## config.mk

```make
export PLATFORM = sky130hd
export DESIGN_NAME = motion_event_status
export DESIGN_NICKNAME = d
export VERILOG_FILES = /design/src/core/motion_event_pkg.sv /design/src/core/motion_event_status.sv
export VERILOG_INCLUDE_DIRS = /design/src /design/src/core
export SDC_FILE = /design/constraint.sdc
export NUM_CORES = 1
export LEC_CHECK = 0
export BUFFER_PORTS_ARGS = -buffer_cell sky130_fd_sc_hd__buf_2
export CORE_MARGIN = 2
export CORE_UTILIZATION = 45
export CTS_CLUSTER_DIAMETER = 120
export DETAILED_ROUTE_END_ITERATION = 8
export PLACE_DENSITY_LB_ADDON = 0.1
export SLEW_MARGIN = 0
export SYNTH_ARGS = -nofsm -noshare
export SYNTH_HDL_FRONTEND = slang
export SYNTH_SLANG_ARGS = --single-unit
```

## constraint.sdc

```tcl
create_clock -name i_mclk -period 3.99 [get_ports i_mclk]
set_input_delay 0.1995 -clock i_mclk [delete_from_list [all_inputs] [get_ports i_mclk]]
set_output_delay 0.1995 -clock i_mclk [all_outputs]
set_load 0.005 [all_outputs]
```

## src/core/motion_event_defs.svh

```systemverilog
`ifndef MOTION_EVENT_DEFS_SVH
`define MOTION_EVENT_DEFS_SVH

// Register indices; byte address is four times the index
`define MFE_IDX_STATUS 8'h12
`define MFE_IDX_CTRL 8'h20
`define MFE_IDX_OR_THR 8'h21
`define MFE_IDX_TAP_THR 8'h22
`define MFE_IDX_TAP_MAX_DURATION 8'h23
`define MFE_IDX_TAP_LAT 8'h24
`define MFE_IDX_TAP_WIN 8'h25
`define MFE_IDX_MASK 8'h26
`define MFE_IDX_FUSE_CHK 8'h27

// Status field positions
`define MFE_ST_FUSE 7
`define MFE_ST_INACTIVITY_FLAG 6
`define MFE_ST_ACT 5
`define MFE_ST_OR_STICKY 4
`define MFE_ST_OR_LIVE 3
`define MFE_ST_TRIPLE 2
`define MFE_ST_DOUBLE 1
`define MFE_ST_SINGLE 0

// Control field positions
`define MFE_CTRL_OR_DIS 0
`define MFE_CTRL_TRIG_SEL 1
`define MFE_CTRL_TRIPLE_EN 2

// Fuse check control field positions
`define MFE_FC_REFRESH 0
`define MFE_FC_ECC 1
`define MFE_FC_CRC 2

// Reset values
`define MFE_RST_STATUS 8'h00
`define MFE_RST_CTRL 8'h00
`define MFE_RST_MASK 8'h00
`define MFE_RST_THR 16'hffff
`define MFE_RST_TIME 8'h00

// Timing
`define MFE_CLK_MHZ 100
`define MFE_TAP_TICK_US 500
`define MFE_SETTLE_US 2500

`endif

```

## src/core/motion_event_pkg.sv

```systemverilog
package motion_event_pkg;

  typedef enum logic [3:0] {
    TAP_IDLE = 4'b0001,
    TAP_PULSE = 4'b0010,
    TAP_GAP = 4'b0100,
    TAP_LOW = 4'b1000
  } tap_state_e;

  typedef struct packed {
    logic [7:0] status;
    logic [7:0] mask;
    logic [7:0] ctrl;
    logic [15:0] or_thr;
    logic [15:0] tap_thr;
    logic [7:0] tap_max_duration;
    logic [7:0] tap_lat;
    logic [7:0] tap_win;
    logic [2:0] fuse_req;
    logic [31:0] hrdata;
    logic wr_pend;
    logic [7:0] wr_idx;
    logic or_prev;
    logic [15:0] tick_cnt;
    logic tick;
    tap_state_e tap_state;
    logic [9:0] tap_cnt;
    logic [1:0] taps;
    logic irq;
  } state_s;

endpackage

```

## src/core/motion_event_status.sv

```systemverilog
`timescale 1ns/10ps
`default_nettype none
`include "motion_event_defs.svh"

// Function
// RULE1 - Status at 0x12, resets 0x00, read clears
// RULE2 - Bit 7 sets on uncorrectable fuse error
// RULE3 - Fuse flag: sticky OR of three error sources
// RULE4 - User fuse checks; errors raise interrupt
// RULE5 - Inactivity flag set when inactivity detected
// RULE6 - Activity flag set when threshold exceeded
// RULE7 - Overrange sticky holds until one read
// RULE8 - Sticky triggers on level, or edge if selected
// RULE9 - Live overrange follows present acceleration
// RULE10 - Disable bit suppresses both overrange flags
// RULE11 - Single tap: one short over-threshold event
// RULE12 - Double tap needs latency, window above zero
// RULE13 - Second tap after latency+2.5ms, within window
// RULE14 - Triple tap needs enable and three taps
// RULE15 - Third tap after latency+2.5ms, within window
// RULE16 - Event during clearing read is kept
module motion_event_status
  import motion_event_pkg::*;
#(
  parameter int TICK_CYCLES = `MFE_TAP_TICK_US * `MFE_CLK_MHZ
) (
  input wire logic i_mclk,                    // Core clock, 100 MHz
  input wire logic i_arst_n,                  // Async reset, active low
  input wire logic i_hsel,                    // AHB slave select
  input wire logic [31:0] i_haddr,            // AHB address
  input wire logic [1:0] i_htrans,            // AHB transfer type
  input wire logic i_hwrite,                  // AHB write
  input wire logic [2:0] i_hsize,             // AHB size, word only
  input wire logic [31:0] i_hwdata,           // AHB write data
  input wire logic i_hready,                  // AHB bus ready
  output logic o_hreadyout,                   // Slave ready, always high
  output logic [31:0] o_hrdata,               // Read data
  output logic o_hresp,                       // Response, always OKAY
  input wire logic [15:0] i_accel_mag,        // Acceleration magnitude
  input wire logic i_activity_detect,         // Activity function result
  input wire logic i_inactivity_detect,       // Inactivity function result
  input wire logic i_fuse_ctrl_error,         // Fuse controller error
  input wire logic i_fuse_ecc_uncorrectable,  // User ECC check failure
  input wire logic i_fuse_crc_error,          // User CRC check failure
  output logic o_fuse_refresh_start,          // Pulse: start fuse refresh
  output logic o_fuse_ecc_start,              // Pulse: start ECC check
  output logic o_fuse_crc_start,              // Pulse: start CRC check
  output logic o_irq                          // Level interrupt
);

  localparam logic [9:0] SETTLE_TICKS =
    10'((`MFE_SETTLE_US + `MFE_TAP_TICK_US - 1) / `MFE_TAP_TICK_US);
  localparam logic [15:0] TICK_LAST = 16'(TICK_CYCLES - 1);

  ////////////////////////////////////////////////////////////////////////////
  // Reset release
  ////////////////////////////////////////////////////////////////////////////

  logic rst_meta_r;
  logic rst_n_r;

  // Two stages so the release never lands near a clock edge
  always_ff @(posedge i_mclk or negedge i_arst_n) begin
    if (!i_arst_n) begin
      rst_meta_r <= 1'b0;
      rst_n_r <= 1'b0;
    end else begin
      rst_meta_r <= 1'b1;
      rst_n_r <= rst_meta_r;
    end
  end

  ////////////////////////////////////////////////////////////////////////////
  // Helpers
  ////////////////////////////////////////////////////////////////////////////

  // Word aligned hit inside the small register window
  function automatic logic addr_ok(input logic [31:0] a);
    addr_ok = (a[31:10] == 22'h0) && (a[1:0] == 2'h0);
  endfunction

  // Widen an eight-bit tick count for gap arithmetic
  function automatic logic [9:0] wide(input logic [7:0] v);
    wide = {2'h0, v};
  endfunction

  ////////////////////////////////////////////////////////////////////////////
  // State
  ////////////////////////////////////////////////////////////////////////////

  state_s s_r;
  state_s s_nxt;
  logic acc;
  logic [7:0] idx;
  logic rd_status;
  logic live;
  logic above;
  logic [7:0] set_v;
  logic [7:0] clr_v;
  logic [9:0] gap_open;
  logic [9:0] gap_close;

  // One process computes the whole next state
  always_comb begin
    s_nxt = s_r;
    acc = i_hsel && i_hready && i_htrans[1] && addr_ok(i_haddr);
    idx = i_haddr[9:2];
    rd_status = acc && !i_hwrite && (idx == `MFE_IDX_STATUS);
    set_v = 8'h00;
    clr_v = 8'h00;
    gap_open = wide(s_r.tap_lat) + SETTLE_TICKS;
    gap_close = gap_open + wide(s_r.tap_win);
    above = i_accel_mag > s_r.tap_thr;

    // Address phase: capture writes, produce read data for the data phase
    s_nxt.fuse_req = 3'h0;
    s_nxt.wr_pend = acc && i_hwrite;
    s_nxt.wr_idx = idx;
    if (acc && !i_hwrite) begin
      unique case (idx)
        `MFE_IDX_STATUS: s_nxt.hrdata = {24'h0, s_r.status}; // see RULE1
        `MFE_IDX_CTRL: s_nxt.hrdata = {24'h0, s_r.ctrl};
        `MFE_IDX_OR_THR: s_nxt.hrdata = {16'h0, s_r.or_thr};
        `MFE_IDX_TAP_THR: s_nxt.hrdata = {16'h0, s_r.tap_thr};
        `MFE_IDX_TAP_MAX_DURATION: s_nxt.hrdata = {24'h0, s_r.tap_max_duration};
        `MFE_IDX_TAP_LAT: s_nxt.hrdata = {24'h0, s_r.tap_lat};
        `MFE_IDX_TAP_WIN: s_nxt.hrdata = {24'h0, s_r.tap_win};
        `MFE_IDX_MASK: s_nxt.hrdata = {24'h0, s_r.mask};
        default: s_nxt.hrdata = 32'h0;
      endcase
    end

    // Data phase: writes land one cycle after their address phase
    if (s_r.wr_pend) begin
      unique case (s_r.wr_idx)
        `MFE_IDX_CTRL: s_nxt.ctrl = {5'h0, i_hwdata[2:0]};
        `MFE_IDX_OR_THR: s_nxt.or_thr = i_hwdata[15:0];
        `MFE_IDX_TAP_THR: s_nxt.tap_thr = i_hwdata[15:0];
        `MFE_IDX_TAP_MAX_DURATION: s_nxt.tap_max_duration = i_hwdata[7:0];
        `MFE_IDX_TAP_LAT: s_nxt.tap_lat = i_hwdata[7:0];
        `MFE_IDX_TAP_WIN: s_nxt.tap_win = i_hwdata[7:0];
        `MFE_IDX_MASK: s_nxt.mask = i_hwdata[7:0];
        `MFE_IDX_FUSE_CHK: s_nxt.fuse_req = i_hwdata[2:0]; // see RULE4
        default: s_nxt.fuse_req = 3'h0;
      endcase
    end

    // Tap time base; a tick every TICK_CYCLES keeps tap counters narrow
    s_nxt.tick = 1'b0;
    s_nxt.tick_cnt = s_r.tick_cnt + 16'h1;
    if (s_r.tick_cnt == TICK_LAST) begin
      s_nxt.tick_cnt = 16'h0;
      s_nxt.tick = 1'b1;
    end

    // Overrange: live level, then level or rising-edge trigger for the sticky
    live = !s_r.ctrl[`MFE_CTRL_OR_DIS] && (i_accel_mag > s_r.or_thr); // see RULE9 see RULE10
    s_nxt.or_prev = live;
    set_v[`MFE_ST_OR_STICKY] = live && (!s_r.ctrl[`MFE_CTRL_TRIG_SEL] || !s_r.or_prev); // see RULE7 see RULE8

    // Fuse error accumulation from all three checkers
    set_v[`MFE_ST_FUSE] = i_fuse_ctrl_error || i_fuse_ecc_uncorrectable || i_fuse_crc_error; // see RULE2 see RULE3
    set_v[`MFE_ST_INACTIVITY_FLAG] = i_inactivity_detect; // see RULE5
    set_v[`MFE_ST_ACT] = i_activity_detect; // see RULE6

    // Tap sequencer; a tap counts only if it falls below threshold in time
    unique case (s_r.tap_state)
      TAP_IDLE: begin
        if (above) begin
          s_nxt.tap_state = TAP_PULSE;
          s_nxt.tap_cnt = 10'h0;
          s_nxt.taps = 2'h0;
        end
      end
      TAP_PULSE: begin
        if (!above) begin
          s_nxt.tap_state = TAP_IDLE;
          s_nxt.tap_cnt = 10'h0;
          unique case (s_r.taps)
            2'h0: begin
              set_v[`MFE_ST_SINGLE] = 1'b1; // see RULE11
              if (s_r.tap_lat != 8'h0 && s_r.tap_win != 8'h0) begin // see RULE12
                s_nxt.tap_state = TAP_GAP;
                s_nxt.taps = 2'h1;
              end
            end
            2'h1: begin
              // Times rewritten mid-sequence must not yield a double
              set_v[`MFE_ST_DOUBLE] = (s_r.tap_lat != 8'h0) && (s_r.tap_win != 8'h0); // see RULE12
              if (s_r.ctrl[`MFE_CTRL_TRIPLE_EN]) begin // see RULE14
                s_nxt.tap_state = TAP_GAP;
                s_nxt.taps = 2'h2;
              end
            end
            default: set_v[`MFE_ST_TRIPLE] = s_r.ctrl[`MFE_CTRL_TRIPLE_EN]; // see RULE14
          endcase
        end else if (s_r.tap_cnt >= wide(s_r.tap_max_duration)) begin
          s_nxt.tap_state = TAP_LOW; // Too long: not a tap
        end else if (s_r.tick) begin
          s_nxt.tap_cnt = s_r.tap_cnt + 10'h1;
        end
      end
      TAP_GAP: begin
        if (above) begin
          // Early or late taps abort the sequence
          if (s_r.tap_cnt >= gap_open && s_r.tap_cnt < gap_close) begin // see RULE13 see RULE15
            s_nxt.tap_state = TAP_PULSE;
            s_nxt.tap_cnt = 10'h0;
          end else begin
            s_nxt.tap_state = TAP_LOW;
          end
        end else if (s_r.tap_cnt >= gap_close) begin
          s_nxt.tap_state = TAP_IDLE;
        end else if (s_r.tick) begin
          s_nxt.tap_cnt = s_r.tap_cnt + 10'h1;
        end
      end
      TAP_LOW: begin
        if (!above) begin
          s_nxt.tap_state = TAP_IDLE;
        end
      end
    endcase

    // Read clears every sticky bit; a set in the same cycle wins
    if (rd_status) begin
      clr_v = 8'hff;
    end
    s_nxt.status = (s_r.status & ~clr_v) | set_v; // see RULE1 see RULE16
    s_nxt.status[`MFE_ST_OR_LIVE] = live; // see RULE9
    s_nxt.irq = |(s_nxt.status & s_nxt.mask); // see RULE4
  end

  ////////////////////////////////////////////////////////////////////////////
  // Registers
  ////////////////////////////////////////////////////////////////////////////

  always_ff @(posedge i_mclk or negedge rst_n_r) begin
    if (!rst_n_r) begin
      s_r <= '0;
      s_r.status <= `MFE_RST_STATUS;
      s_r.mask <= `MFE_RST_MASK;
      s_r.ctrl <= `MFE_RST_CTRL;
      s_r.or_thr <= `MFE_RST_THR;
      s_r.tap_thr <= `MFE_RST_THR;
      s_r.tap_max_duration <= `MFE_RST_TIME;
      s_r.tap_lat <= `MFE_RST_TIME;
      s_r.tap_win <= `MFE_RST_TIME;
      s_r.tap_state <= TAP_IDLE;
    end else begin
      s_r <= s_nxt;
    end
  end

  // Zero wait states: every access completes in one data phase
  assign o_hreadyout = 1'b1;
  assign o_hresp = 1'b0;
  assign o_hrdata = s_r.hrdata;
  assign o_fuse_refresh_start = s_r.fuse_req[`MFE_FC_REFRESH];
  assign o_fuse_ecc_start = s_r.fuse_req[`MFE_FC_ECC];
  assign o_fuse_crc_start = s_r.fuse_req[`MFE_FC_CRC];
  assign o_irq = s_r.irq;
endmodule

`default_nettype wire

```

==> flow_summary.ini <==
[status]
status = complete, but fails checks
violations = setup timing

[floorplanning]
floorplan.initialDensity_pct = 45.66
dieHeight_microns = 141.3
core-area_sq_mm = 0.01858
die_w_microns = 141.3
die-area_sq_mm = 0.01997
io_pins = 133
row_count = 50

[yosys]
async_reset_ff_share_pct = 100.0
syn_area_sq_mm = 0.008483
synth-edff-count = 0
synth_area_leader_cell = dfrtp_1
yosysUniqueCellTypes = 85
yosys.area.top_type_share_pct = 31.27
synth.avg_cell_area_sq_um = 10.14
synthCells = 837
seq_area_frac_synth_pct = 41.49
synth_seq_cells = 139
yosysWarnings = 0
synth_area_leaders = dfrtp_1 31%, ha_1 10%, dfstp_2 10%
synth_ff_type = dfrtp_1

[pwr]
comb_power_share_pct = 13.7
ir_drop_v = 0.0003430
p_sw_w = 0.0009850
seqPwrFrac_pct = 40.8
p_sw_share_pct = 26.13
p_leak_nw = 4.827
power_density_mw_per_mm2 = 369.9
p_int_w = 0.002785
power_frac_clock_pct = 45.5

[clocking]
cts.sinks = 139
path_clk_slew_ns = 0.06
clock_path_buffers = 2
cts_inserted_buffers = 17
clk_latency_ns = 0.42
cts-root-buf = clkbuf_16
cts_tree = built
htree_levels = 4

[grt]
gr-total-overflow = 0
grt_pass1_vias = 6546
grt_pass1_wl_microns = 34110
grtUsageTotal_pct = 21.68
antenna_found_initial = 0
grt_max_degree = 68

[sta]
finalWorstSetupSlack_ns = -0.04490
grt_setup_unrepaired = yes
timing.fmax_mhz = 247.8
skew_ns = 0.01592
setup_viol = 1
worst_pin_slew_ns = 1.096
slew_headroom_pct = 26.36
post-route-period-util_pct = 101.1
finalHoldViolations = 0
finalCriticalPeriod_ns = 4.035
hold_ws_ns = 0.01049
slew_violations = 0

[layout]
syn2layout_area_growth_pct = 20.13
fin_area_sq_mm = 0.01019
layout_commonest_cell = dfrtp_1
final_cell_mix = 103 x dfrtp_1, 94 x buf_2, 69 x nand2_1
drive_gt1_share_pct = 30.45
nets = 1126
utilization_pct = 54.85
n_antenna_cell = 0

[min_path]
hp-class = primary input to flop
hold_path_startpoint = i_hwdata[12]
min_path_cells = 3
holdPathEnd = s_r[131]

[worst_setup_path]
cp.arrival_ns = 4.34
regToRegSetupSlack_ns = -0.04
cp_cell_sequence = buf_4 -> a21oi_4 -> xnor2_2 -> ha_1 -> inv_1 -> nor2_1 -> nor2_2 -> o21bai_1 -> a21oi_2 -> o21ai_1 -> xnor2_1 -> ha_1 -> nand4_1 -> or3b_4 -> nor2_1 -> nor4_2 -> o22ai_2 -> a211o_4 -> o21bai_4 -> mux2_4
r2r-start = s_r[88]
worstSetupStartpoint = s_r[88]
max_stage_delay_ns = 0.44
endpoint_kind = flop
reg2reg_to = s_r[3]
r2r_cells = 20
critical_path_class = flop to flop
worst_path_max_delay_cell = dfrtp_2
start_kind = flop
cp_max_fo = 4
required_ns = 4.29

[routing]
vias = 6485
post-route-drc-count = 0
wire_per_inst_microns = 17.15
wl_microns = 20690
drt_iter0_markers = 408
first_pass_iters = 5
drtAntennaViolNets = 0
route.detailed.vias_per_inst = 5.377

[place]
dpl_cell_area_sq_mm = 0.009193
pre_cts_slack_ns = -0.1995
portBuffers = 94
place_hpwl_microns = 15680
finalWeightedCongestion = 0.8235

[job]
drv_cap = 0
-- repair_timing --
item                                   CTS  global route
resized for setup                       20            19
cloned                                   0             0
setup buffers                            1             2
hold buffers                            16             0
endpoints found under the hold margin   17             0
pin swaps                               16            13
setup endpoints to repair               11            12
-- area by class of cell --
class / instances / area (sq um)
clock buffers: 20 / 446.7
inverters: 63 / 236.5
repair buffers: 142 / 882.1
multi-input cells: 596 / 4618
well taps: 234 / 292.8
flip-flops and latches: 139 / 3526
clock inverters: 12 / 188.9
fillers: 1669 / 8389
-- power by group through the flow --
stage	Sequential (W)	Combinational, W	Clock, W
floorplan	0.00154	0.000336	0
global placement	0.00156	0.000476	0
detailed placement	0.00156	0.000476	0
CTS	0.00154	0.000502	0.00175
global route	0.00155	0.000579	0.00181
finish	0.00154	0.000518	0.00171
-- Yosys cell counts (14+ instances only) --
master / number
nor2_1: 45
a22oi_1: 17
a21o_1: 14
clkbuf_1: 17
nand2_1: 69
inv_1: 62
buf_4: 34
dfstp_2: 33
o21ai_0: 51
mux2_2: 50
nand4_1: 15
xnor2_1: 17
a21oi_1: 34
dfrtp_1: 106
nor4_1: 15
ha_1: 71
-- through the flow --
step	total power [W]	std cells	TNS, ns
global route	0.003942	1206	-1.355
finish	0.003770	1206	-0.04490
CTS	0.003794	1204	0
floorplan	0.001873	854	0
global placement	0.002038	1155	-0.5742
detailed placement	0.002039	1155	-1.365
-- flip-flops by register name, summed over array words and instances, names as in the netlist --
name                  cells
o_fuse_crc_start          1
o_hrdata                 16
rst_meta_r                1
o_irq                     1
s_r                     117
o_fuse_ecc_start          1
o_fuse_refresh_start      1
rst_n_r                   1
-- how the worst max path moves through the flow --
stage and to:
2_1_floorplan s_r[3], 3_3_place_gp s_r[3], 3_5_place_dp s_r[3], 4_1_cts s_r[3]
5_1_grt s_r[3], 6_report s_r[3]
-- critical path, delay by kind of cell, from the launching register on --
kind / cells / cell delay (ns)
flip-flops: 1 / 0.44
AND/OR/NAND/NOR: 6 / 0.83
adder cells (fa/ha/maj): 2 / 0.53
multiplexers: 1 / 0.25
XOR/XNOR: 2 / 0.36
buffers and inverters: 2 / 0.26
AO/OA/AOI/OAI: 7 / 1.24
-- per-layer routing --
metal | share of wire [%] | GRT usage, %
met5 | 0 | 0
met4 | 1.8 | 6.053
met3 | 3.5 | 4.050
met2 | 47 | 34.93
met1 | 48 | 30.11
-- cells by family (layout without fill, tap and decap cells) --
family | after synthesis | in the layout | synth area share [%]
AOI/OAI and AO/OA | 185 | 185 | 15.04
other | 2 | 19 | 0.08853
DFF | 139 | 139 | 41.49
muxes | 58 | 58 | 8.097
xor gates and xnor gates | 26 | 26 | 2.684
and+or+nand+nor | 236 | 236 | 15.00
adders and majority gates | 72 | 72 | 10.71
buffers and inverters | 119 | 237 | 6.888
Power figures use the tool's default switching activity.
